File: config.mk
export PLATFORM = sky130hd
export DESIGN_NAME = uart_fifo_ctrl_dma_ready
export DESIGN_NICKNAME = d
export VERILOG_FILES = /design/src/hdl/fifo_ctrl_pkg.sv /design/src/hdl/uart_fifo_ctrl_dma_ready.sv
export SDC_FILE = /design/constraint.sdc
export NUM_CORES = 1
export LEC_CHECK = 0
export BUFFER_PORTS_ARGS = -buffer_cell sky130_fd_sc_hd__buf_2
export CORE_MARGIN = 2
export CORE_UTILIZATION = 57
export DETAILED_ROUTE_END_ITERATION = 8
export MAX_ROUTING_LAYER = met4
export PLACE_DENSITY_LB_ADDON = 0.08
export SKIP_CTS_REPAIR_TIMING = 1
export SLEW_MARGIN = 0
export SYNTH_ARGS = -nofsm -noshare
export SYNTH_HDL_FRONTEND = slang
export SYNTH_SLANG_ARGS = --single-unit
File: constraint.sdc
create_clock -name core_clk_i -period 4.3 [get_ports core_clk_i]
set_input_delay 0.86 -clock core_clk_i [delete_from_list [all_inputs] [get_ports core_clk_i]]
set_output_delay 0.86 -clock core_clk_i [all_outputs]
set_load 0.01 [all_outputs]
File: src/hdl/fifo_ctrl_pkg.sv
// How it works
// - Mode 0: transmit request low while the transmit side holds no character.
// - Mode 0: receive request low once a received character is held.
// - Mode 1: transmit event raised while any transmit FIFO slot is free.
// - Mode 1: receive event at trigger level; FIFO keeps filling until full.
// - Mode 1: receive event when fill meets the level chosen by control bits 7:6.
// - Level select 00, 01, 10, 11 gives 1, 4, 8, 14 characters.
// - Control bits 5 and 4 are unused and read as zero.
// - Control bit 3 picks transfer mode 0 or 1; reset gives mode 0.
// - Disabled or mode 0: transmit request high after the first character.
// - Disabled or mode 0: receive request high once the receiver is empty.
// - Mode 1: transmit request high only while the transmit FIFO is full.
// - Mode 1: receive request low at trigger or time-out, high when empty.
// - Control bit 2 empties the transmit FIFO and self-clears.
// - Control bit 1 empties the receive FIFO and self-clears.
// - Control bit 0 enables both FIFOs; cleared after reset.
// - Other control bits are only taken when the same write sets bit 0.
// - Interrupt source bits 7:6 read ones while FIFOs are enabled.
package fifo_ctrl_pkg;
    localparam int DEPTH = 16;
    localparam int PW = 4;
    localparam int CW = 5;
    localparam int EVT_W = 3;
    // --------------------------------------------------------------
    // Register map
    // --------------------------------------------------------------
    localparam logic [2:0] ADDR_FIFO_CTRL = 3'h0;
    localparam logic [2:0] ADDR_DATA = 3'h1;
    localparam logic [2:0] ADDR_INT_SOURCE = 3'h2;
    localparam logic [2:0] ADDR_EVT_STATUS = 3'h3;
    localparam logic [2:0] ADDR_EVT_CLEAR = 3'h4;
    localparam logic [2:0] ADDR_EVT_ENABLE = 3'h5;
    localparam int FCR_EN_BIT = 0;
    localparam int FCR_RXCLR_BIT = 1;
    localparam int FCR_TXCLR_BIT = 2;
    localparam int FCR_MODE_BIT = 3;
    localparam int FCR_LVL_LSB = 6;
    localparam int EVT_TX_ROOM = 0;
    localparam int EVT_RX_READY = 1;
    localparam int EVT_RX_TIMEOUT = 2;
    localparam logic [3:0] ISR_NONE = 4'h1;
    localparam logic [3:0] ISR_RX_DATA = 4'h4;
    localparam logic [3:0] ISR_RX_TIMEOUT = 4'hc;
    localparam logic [3:0] ISR_TX_ROOM = 4'h2;
    localparam logic [CW-1:0] CAP_FIFO = 5'h10;
    localparam logic [CW-1:0] CAP_HOLD = 5'h01;
    localparam logic [3:0][CW-1:0] TRIG_TABLE = {5'h0e, 5'h08, 5'h04, 5'h01};
    localparam logic [EVT_W-1:0] EVT_RESET = 3'h0;
    // --------------------------------------------------------------
    // Types
    // --------------------------------------------------------------
    typedef struct packed {
        logic wr;
        logic rd;
        logic [2:0] addr;
        logic [7:0] wdata;
    } reg_req_s;
    typedef struct packed {
        logic en;
        logic dma_mode;
        logic [1:0] lvl_sel;
    } fcr_s;
    localparam fcr_s FCR_RESET = 4'h0;
    typedef struct packed {
        logic [DEPTH-1:0][7:0] mem;
        logic [PW-1:0] rd;
        logic [PW-1:0] wr;
        logic [CW-1:0] cnt;
    } fifo_s;
    typedef struct packed {
        fcr_s fifo_control;
        fifo_s tx;
        fifo_s rx;
        logic rx_blk;
        logic [EVT_W-1:0] evt_status;
        logic [EVT_W-1:0] evt_enable;
        logic [7:0] rdata;
        logic [7:0] tx_head;
        logic tx_avail;
        logic tx_req_n;
        logic rx_req_n;
        logic irq;
    } state_s;
endpackage

File: src/hdl/uart_fifo_ctrl_dma_ready.sv
`timescale 1ns/10ps
module uart_fifo_ctrl_dma_ready
    import fifo_ctrl_pkg::*;
(
    input wire logic core_clk_i,
    input wire logic arst_n_i,
    input wire reg_req_s bus_req_i,
    output logic [7:0] bus_rdata_o,
    input wire logic tx_pop_i,
    output logic [7:0] tx_data_o,
    output logic tx_avail_o,
    input wire logic rx_push_i,
    input wire logic [7:0] rx_data_i,
    input wire logic rx_timeout_i,
    output logic tx_req_n_o,
    output logic rx_req_n_o,
    output logic irq_o
);
    // --------------------------------------------------------------
    // Step function shared by both FIFOs
    // --------------------------------------------------------------
    function automatic fifo_s fifo_step(
        input fifo_s f,
        input logic push,
        input logic [7:0] din,
        input logic pop,
        input logic clr
    );
        fifo_s r;
        r = f;
        if (push) begin
            r.mem[f.wr] = din;
            r.wr = f.wr + PW'(1);
        end
        if (pop) begin
            r.rd = f.rd + PW'(1);
        end
        r.cnt = f.cnt + CW'(push) - CW'(pop);
        // Clear beats a same-cycle push from the shifter
        if (clr) begin
            r = '0;
        end
        return r;
    endfunction

    state_s q;
    state_s d;

    logic fcr_wr;
    logic data_wr;
    logic data_rd;
    logic m1_q;
    logic [CW-1:0] trig_q;
    logic [CW-1:0] cap_q;
    logic tx_push;
    logic tx_take;
    logic rx_put;
    logic rx_take;
    logic tx_clr;
    logic rx_clr;
    logic m1_d;
    logic [CW-1:0] trig_d;
    logic tx_cond;
    logic rx_cond;
    logic [EVT_W-1:0] evt_set;
    logic [EVT_W-1:0] evt_clr;

    assign fcr_wr = bus_req_i.wr && bus_req_i.addr == ADDR_FIFO_CTRL;
    assign data_wr = bus_req_i.wr && bus_req_i.addr == ADDR_DATA;
    assign data_rd = bus_req_i.rd && bus_req_i.addr == ADDR_DATA;
    assign m1_q = q.fifo_control.en && q.fifo_control.dma_mode;
    assign trig_q = TRIG_TABLE[q.fifo_control.lvl_sel];
    // Disabled FIFOs shrink to a single holding register
    assign cap_q = q.fifo_control.en ? CAP_FIFO : CAP_HOLD;

    // --------------------------------------------------------------
    // Next state
    // --------------------------------------------------------------
    always_comb begin
        d = q;
        tx_push = data_wr && q.tx.cnt < cap_q;
        tx_take = tx_pop_i && q.tx.cnt != 0;
        rx_put = rx_push_i && q.rx.cnt < cap_q;
        rx_take = data_rd && q.rx.cnt != 0;
        tx_clr = 1'b0;
        rx_clr = 1'b0;
        evt_clr = '0;

        if (fcr_wr) begin
            if (bus_req_i.wdata[FCR_EN_BIT]) begin
                d.fifo_control.en = 1'b1;
                d.fifo_control.dma_mode = bus_req_i.wdata[FCR_MODE_BIT];
                d.fifo_control.lvl_sel = bus_req_i.wdata[FCR_LVL_LSB+:2];
                tx_clr = bus_req_i.wdata[FCR_TXCLR_BIT];
                rx_clr = bus_req_i.wdata[FCR_RXCLR_BIT];
            end else begin
                // Other bits are dropped on a disabling write
                d.fifo_control.en = 1'b0;
            end
        end
        if (bus_req_i.wr && bus_req_i.addr == ADDR_EVT_CLEAR) begin
            evt_clr = bus_req_i.wdata[EVT_W-1:0];
        end
        if (bus_req_i.wr && bus_req_i.addr == ADDR_EVT_ENABLE) begin
            d.evt_enable = bus_req_i.wdata[EVT_W-1:0];
        end

        d.tx = fifo_step(q.tx, tx_push, bus_req_i.wdata, tx_take, tx_clr);
        d.rx = fifo_step(q.rx, rx_put, rx_data_i, rx_take, rx_clr);

        m1_d = d.fifo_control.en && d.fifo_control.dma_mode;
        trig_d = TRIG_TABLE[d.fifo_control.lvl_sel];

        // Block flag holds the receive request low until empty
        if (d.rx.cnt == 0) begin
            d.rx_blk = 1'b0;
        end else if (d.rx.cnt >= trig_d || rx_timeout_i) begin
            d.rx_blk = 1'b1;
        end

        if (m1_d) begin
            d.tx_req_n = d.tx.cnt == CAP_FIFO;
            d.rx_req_n = !d.rx_blk;
            tx_cond = d.tx.cnt < CAP_FIFO;
            rx_cond = d.rx.cnt >= trig_d;
        end else begin
            d.tx_req_n = d.tx.cnt != 0;
            d.rx_req_n = d.rx.cnt == 0;
            tx_cond = d.tx.cnt == 0;
            rx_cond = d.rx.cnt != 0;
        end

        evt_set = '0;
        evt_set[EVT_TX_ROOM] = tx_cond;
        evt_set[EVT_RX_READY] = rx_cond;
        evt_set[EVT_RX_TIMEOUT] = rx_timeout_i;
        // Set wins so an event in the clearing cycle survives
        d.evt_status = (q.evt_status & ~evt_clr) | evt_set;
        d.irq = |(d.evt_status & d.evt_enable);
        d.tx_avail = d.tx.cnt != 0;
        d.tx_head = d.tx.mem[d.tx.rd];

        // Read data stand one cycle, zero otherwise
        d.rdata = 8'h00;
        if (bus_req_i.rd) begin
            unique case (bus_req_i.addr)
                ADDR_FIFO_CTRL: begin
                    d.rdata[FCR_EN_BIT] = q.fifo_control.en;
                    d.rdata[FCR_MODE_BIT] = q.fifo_control.dma_mode;
                    d.rdata[FCR_LVL_LSB+:2] = q.fifo_control.lvl_sel;
                end
                ADDR_DATA: begin
                    if (q.rx.cnt != 0) begin
                        d.rdata = q.rx.mem[q.rx.rd];
                    end
                end
                ADDR_INT_SOURCE: begin
                    d.rdata[7:6] = {2{q.fifo_control.en}};
                    if (q.evt_status[EVT_RX_TIMEOUT] && q.evt_enable[EVT_RX_TIMEOUT]) begin
                        d.rdata[3:0] = ISR_RX_TIMEOUT;
                    end else if (q.evt_status[EVT_RX_READY] && q.evt_enable[EVT_RX_READY]) begin
                        d.rdata[3:0] = ISR_RX_DATA;
                    end else if (q.evt_status[EVT_TX_ROOM] && q.evt_enable[EVT_TX_ROOM]) begin
                        d.rdata[3:0] = ISR_TX_ROOM;
                    end else begin
                        d.rdata[3:0] = ISR_NONE;
                    end
                end
                ADDR_EVT_STATUS: begin
                    d.rdata[EVT_W-1:0] = q.evt_status;
                end
                ADDR_EVT_ENABLE: begin
                    d.rdata[EVT_W-1:0] = q.evt_enable;
                end
                default: begin
                    d.rdata = 8'h00;
                end
            endcase
        end
    end

    // --------------------------------------------------------------
    // State register
    // --------------------------------------------------------------
    always_ff @(posedge core_clk_i or negedge arst_n_i) begin
        if (!arst_n_i) begin
            q <= '0;
            q.fifo_control <= FCR_RESET;
            q.evt_status <= EVT_RESET;
            q.evt_enable <= EVT_RESET;
            q.tx_req_n <= 1'b0;
            q.rx_req_n <= 1'b1;
        end else begin
            q <= d;
        end
    end

    assign bus_rdata_o = q.rdata;
    assign tx_data_o = q.tx_head;
    assign tx_avail_o = q.tx_avail;
    assign tx_req_n_o = q.tx_req_n;
    assign rx_req_n_o = q.rx_req_n;
    assign irq_o = q.irq;
endmodule

==> results of run 1 <==
-- worst max path at each step --
stage                                  to  slack [ns]  cells after the start        startpoint
after floorplan           irq_o$_DFF_PN0_        0.09                     16     bus_req_i[10]
after global placement    irq_o$_DFF_PN0_        0.14                     16      bus_req_i[9]
after detailed placement  irq_o$_DFF_PN0_        0.06                     15      bus_req_i[9]
after CTS                 irq_o$_DFF_PN0_        0.29                     16  q[312]$_DFF_PN0_
after global routing      irq_o$_DFF_PN0_        0.09                     17   q[29]$_DFF_PN0_
final                     irq_o$_DFF_PN0_        0.35                     17   q[29]$_DFF_PN0_
-- per-stage QoR --
| stage | instances | power [mW] | utilization | hold slack [ns] |
|---|---|---|---|---|
| after floorplan | 1485 | 6.94 | - | 0.402 |
| after global placement | 1817 | 7.99 | 0.594 | 0.409 |
| final | 1882 | 11.2 | 0.639 | 0.409 |
| after global routing | 1882 | 11.9 | 0.639 | 0.475 |
| after detailed placement | 1817 | 8.08 | 0.594 | 0.434 |
| after CTS | 1882 | 11.3 | 0.639 | 0.441 |
-- worst max-delay path: stages (launching register included) --
cell      delay [ns]
dfrtp_1         0.37
inv_1           0.11
ha_1            0.18
inv_1           0.05
o41a_1          0.32
nand2_1         0.10
inv_1           0.06
ha_1            0.27
inv_1           0.04
ha_1            0.20
fa_1            0.41
xnor2_1         0.19
nor2b_1         0.24
ha_1            0.27
a21o_1          0.18
a221oi_1        0.26
o211ai_1        0.19
a221o_1         0.39
-- area by class of cell --
type / count / area [sq um]
Inverter: 35 / 131
Timing Repair Buffer: 83 / 571
Clock inverter: 14 / 155
Fill cell: 2271 / 10000
Tap cell: 378 / 473
Clock buffer: 51 / 1080
Multi-Input combinational cell: 1008 / 7490
Sequential cell: 313 / 7840
-- routing by layer --
metal	GRT usage	vias up	routed length [microns]
li1	-	5288	-
met1	0.392	5881	17700
met2	0.464	316	19400
met3	0.0389	83	1880
met4	0.0899	0	1170
met5	-	-	0
-- state kept, by name, indices dropped and copies added (netlist names) --
| signal | count |
|---|---|
| q | 293 |
| bus_rdata_o | 8 |
| tx_data_o | 8 |
| irq_o | 1 |
| rx_req_n_o | 1 |
| tx_avail_o | 1 |
| tx_req_n_o | 1 |
-- power by group --
group          total (mW)  leakage (nW)  switching [mW]  internal, mW
clock                3.17         0.613            1.23          1.94
sequential           4.10          4.20           0.512          3.59
combinational        3.97          4.49            2.22          1.75
-- placed cells by master, fill, tap and decap left out, drive strengths merged, types with 10 or more instances in the layout --
| cell | instances |
|---|---|
| buf | 83 |
| nand3 | 62 |
| nand2 | 58 |
| nor2 | 250 |
| a21o | 11 |
| dfrtp | 312 |
| clkbuf | 51 |
| o21a | 10 |
| nor2b | 11 |
| a21oi | 54 |
| o21ai | 44 |
| o221ai | 24 |
| nand4 | 19 |
| mux4 | 38 |
| a22oi | 17 |
| o211ai | 18 |
| ha | 32 |
| and3 | 16 |
| mux2i | 219 |
| inv | 36 |
| xnor2 | 12 |
-- logic make-up after synthesis --
| family | count (synthesis) |
|---|---|
| simple gates | 452 |
| flops | 313 |
| mux | 259 |
| compound gates | 243 |
| buf+inv | 164 |
| fa+ha+maj | 34 |
| xor+xnor | 20 |
==> flow_metrics.py, run 1 <==
metrics = {
    "logic_synthesis": {
        "synthAdderAreaFrac": 0.0274,
        "yosysTopAreaCell": "dfrtp_1",
        "synth_most_common_cell": "dfrtp_1",
        "synth_top_area_share": 0.487,
        "syn_area_sq_um": 16000,
        "ys_ff_latch": 313,
        "synth_top_family_by_area": "multiplexers",
        "syn_inst": 1485,
        "synth_edf_count": 0,
        "ys_top_cells_by_count": "312 x dfrtp_1, 249 x nor2_1, 219 x mux2i_1, 79 x clkbuf_1, 62 x nand3_1",
        "syn_avg_cell_area_sq_um": 10.8,
        "yosys_warnings": 0,
        "synth_xor_area_frac": 0.0109,
        "ys_top_cells_by_area": "dfrtp_1 49%, mux2i_1 14%, nor2_1 5.8%",
        "synthMuxAreaShare": 0.191,
        "yosys_most_used_dff": "dfrtp_1",
        "ys_seq_area_frac": 0.488,
        "synth_compound_area_frac": 0.107,
        "yosys.area_share.simple": 0.128,
        "ys_types": 74,
        "ys_async_sr_fraction": 1.00,
        "synthesis.nets": 1545,
    },
    "die": {
        "die-area_sq_um": 29500,
        "die_height_microns": 172,
        "row_count": 61,
        "die_w_microns": 172,
        "start_util": 0.578,
        "io_pins": 46,
        "coreArea_sq_um": 27800,
    },
    "grt": {
        "grt_pass1_wl_microns": 64700,
        "grtUsageTotal": 0.291,
        "grt_overflow": 0,
        "grt_pass1_vias": 11500,
        "antenna_found_initial": 0,
        "grt_max_degree": 115,
    },
    "timing": {
        "slew_violations": 0,
        "setup_violations": 0,
        "layout_min_cycle_time_ns": 3.95,
        "tns_ns": 0,
        "relSlewSlack": 0.168,
        "period_share": 0.920,
        "worst_slack_ns": 0.345,
        "tightest_slew_ns": 1.25,
        "fmax_ghz": 0.253,
        "final.setup_skew_ns": 0.0117,
        "rsz0062_at_grt": "false",
        "hold_viol_final": 0,
    },
    "final_layout": {
        "final_cell_area_sq_um": 17700,
        "final_nets": 1538,
        "syn2layout_area_growth_pct": 10.6,
        "layout-drive-gt1-share": 0.143,
        "diodes": 0,
    },
    "pwr": {
        "p_per_area_nw_per_um2": 634,
        "peakVddDrop_mv": 0.343,
        "power.leakage_nw": 9.31,
    },
    "detailed_routing": {
        "via_per_inst": 6.15,
        "final_antenna_net_count": 0,
        "drtIter0Drc": 1085,
        "drc": 0,
        "wl_per_cell_microns": 21.3,
        "drt-pass1-iter-count": 5,
        "vias": 11600,
        "drt_wl_total_microns": 40100,
    },
    "placement": {
        "dpl.hpwl_microns": 26200,
        "place.gp.congestion": 0.875,
        "place_ws_ns": 0.0593,
        "place_area_sq_um": 16500,
        "io_buffers": 45,
    },
    "cts": {
        "h-tree-depth": 2,
        "numCtsBuffers": 37,
        "clk_pin_slew_worst_paths_ns": 0.06,
        "cts_tree": "done",
        "clock_latency_ns": 0.52,
        "cts_sinks": 313,
        "clock_path_buffers": 3,
        "root_buffer": "clkbuf_16",
    },
    "outcome": {
        "status": "finished clean",
    },
    "critical_path": {
        "endpoint_kind": "flop",
        "r2r_end": "irq_o$_DFF_PN0_",
        "r2r-start": "q[29]$_DFF_PN0_",
        "worstPathArrival_ns": 4.35,
        "crit_type": "flop to flop",
        "cp_data_required_time_ns": 4.70,
        "crit_fanout": 4,
        "reg2reg_slack_ns": 0.35,
        "crit_path_start_kind": "flop",
        "reg2regPathDepth": 17,
    },
    "worst_hold_path": {
        "hold_class": "input pin to asynchronous set/reset pin",
    },
    "job": {
        "maxCapViolCount": 0,
    },
}
No activity file was read; power rests on OpenSTA's default activity.
==> run 2, diff against run 1 <==
CTS_CLUSTER_DIAMETER = 30   (was not set)
PLACE_DENSITY = 0.77   (was not set)
PLACE_DENSITY_LB_ADDON = not set   (was 0.08)
==> flow_metrics.py, run 2 (synthesis gave the netlist of run 1 again) <==
metrics = {
    "detailed_routing": {
        "drc": 0,
        "via_per_inst": 6.26,
        "drt_wl_total_microns": 41500,
        "drt-pass1-iter-count": 6,
        "final_antenna_net_count": 0,
        "vias": 12100,
        "drtIter0Drc": 1262,
        "wl_per_cell_microns": 21.4,
    },
    "worst_hold_path": {
        "hold_class": "input pin to asynchronous set/reset pin",
    },
    "timing": {
        "slew_violations": 0,
        "final.setup_skew_ns": 0.0519,
        "tightest_slew_ns": 1.12,
        "rsz0062_at_grt": "false",
        "layout_min_cycle_time_ns": 3.93,
        "period_share": 0.913,
        "tns_ns": 0,
        "relSlewSlack": 0.252,
        "setup_violations": 0,
        "hold_viol_final": 0,
        "fmax_ghz": 0.255,
    },
    "critical_path": {
        "crit_path_top_delay_cell": "or4b_1",
        "cp.depth": 14,
        "r2r_end": "irq_o$_DFF_PN0_",
        "crit_fanout": 6,
        "r2r-start": "q[170]$_DFF_PN0_",
        "worstSetupEndpoint": "irq_o$_DFF_PN0_",
        "path_cells": "inv_1, ha_1, or4b_1, nand2_1, inv_1, ha_1, inv_1, ha_1, fa_1, xor2_1, a31o_2, or2_2, a22o_1, a221o_1",
        "reg2regPathDepth": 14,
        "worstPathArrival_ns": 4.38,
        "crit_type": "flop to flop",
        "crit_path_start_kind": "flop",
        "cp_data_required_time_ns": 4.75,
        "reg2reg_slack_ns": 0.37,
        "cp_top_family": "adder cells",
        "crit_buf_inv": 3,
        "startpoint": "q[170]$_DFF_PN0_",
        "critPathMaxStageDelay_ns": 0.49,
        "endpoint_kind": "flop",
    },
    "die": {
        "die_w_microns": 172,
        "start_util": 0.578,
        "row_count": 61,
        "die-area_sq_um": 29500,
        "coreArea_sq_um": 27800,
        "io_pins": 46,
        "die_height_microns": 172,
    },
    "final_layout": {
        "largest_reg_flops": 293,
        "n_fill_cell": 2000,
        "layout-drive-gt1-share": 0.173,
        "mostFrequentLayoutCells": "311 x dfrtp_1, 249 x nor2_1, 219 x mux2i_1",
        "largest_register": "q",
        "final_nets": 1565,
        "stdcell_count": 1938,
        "final_common_cell": "dfrtp_1",
        "syn2layout_area_growth_pct": 18.0,
    },
    "placement": {
        "place.gp.congestion": 0.881,
        "dpl.hpwl_microns": 25000,
        "io_buffers": 45,
        "placed_cells": 1813,
    },
    "grt": {
        "gr-max-usage-layer": "met2",
        "grt_pass1_wl_microns": 66300,
        "use_met2": 0.448,
        "grt_overflow": 0,
        "grtUsageTotal": 0.298,
        "grt_pass1_vias": 12300,
        "grt_max_degree": 100,
        "grtUsageMet1": 0.401,
        "grtUsageMet3": 0.0621,
        "antenna_found_initial": 2,
    },
    "cts": {
        "cts_tree": "done",
        "clock_path_buffers": 3,
        "cts_sinks": 313,
        "clock_latency_ns": 0.59,
        "root_buffer": "clkbuf_16",
        "numCtsBuffers": 68,
        "h-tree-depth": 3,
        "clk_pin_slew_worst_paths_ns": 0.05,
    },
    "outcome": {
        "status": "finished clean",
    },
    "pwr": {
        "finalPower_mw": 13.5,
        "peakVddDrop_mv": 0.392,
        "p_per_area_nw_per_um2": 714,
        "power.leakage_nw": 9.86,
    },
    "job": {
        "maxCapViolCount": 0,
    },
}
==> run 2: cell count changes in the layout (fill, tap and decap cells not counted), sizes merged <==
cell and delta:
diode +2, clkbuf +35, bufinv +4, buf -4
clkinv +12, clkinvlp +5, inv +2
==> run 2: worst register-to-register path, stage by stage, from the launching register on <==
cell,delay [ns]
dfrtp_1,0.37
inv_1,0.13
ha_1,0.17
or4b_1,0.49
nand2_1,0.19
inv_1,0.17
ha_1,0.31
inv_1,0.04
ha_1,0.20
fa_1,0.44
xor2_1,0.20
a31o_2,0.27
or2_2,0.27
a22o_1,0.27
a221o_1,0.29
==> run 2: worst min-delay path by stage <==
stage / start / to / slack, ns / cells past startpoint
3_3_place_gp: q[26]$_DFF_PN0_ / rx_req_n_o$_DFF_PN1_ / 0.41 / 1
4_1_cts: arst_n_i / q[109]$_DFFE_PN0P_ / 0.33 / 1
6_report: arst_n_i / q[148]$_DFFE_PN0P_ / 0.30 / 1
3_5_place_dp: q[26]$_DFF_PN0_ / rx_req_n_o$_DFF_PN1_ / 0.43 / 1
2_1_floorplan: q[26]$_DFF_PN0_ / rx_req_n_o$_DFF_PN1_ / 0.40 / 1
5_1_grt: arst_n_i / q[108]$_DFFE_PN0P_ / 0.35 / 1
==> run 2: power breakdown <==
part / internal (mW) / switching (mW) / leakage (nW)
combinational: 1.71 / 2.25 / 4.47
clock: 3.62 / 1.82 / 1.19
sequential: 3.60 / 0.537 / 4.20
==> run 2: layout make-up <==
class,instances,area [sq um],share of cell area
diodes,2,5.00,0.000264
clock buffers,86,1910,0.101
clock inverters,37,553,0.0292
inverters,35,131,0.00694
multi-input cells,1008,7490,0.396
flip-flops and latches,313,7840,0.414
well taps,378,473,0.0250
repair buffers,79,541,0.0285
==> run 2: stage by stage <==
stage,utilization,cell area [sq um],setup slack (ns),hold slack (ns)
3_3_place_gp,0.593,16500,0.154,0.414
4_1_cts,0.682,18900,0.382,0.332
5_1_grt,0.682,18900,0.130,0.350
3_5_place_dp,0.593,16500,0.0954,0.429
2_1_floorplan,-,16000,0.0866,0.402
6_report,0.682,18900,0.375,0.298
==> run 2: layer usage <==
metal  part of all wire  vias to the layer above
met1               0.42                     6142
met2               0.47                      543
met3              0.080                      111
met4              0.031                        0
li1                   -                     5342
met5                  0                        -
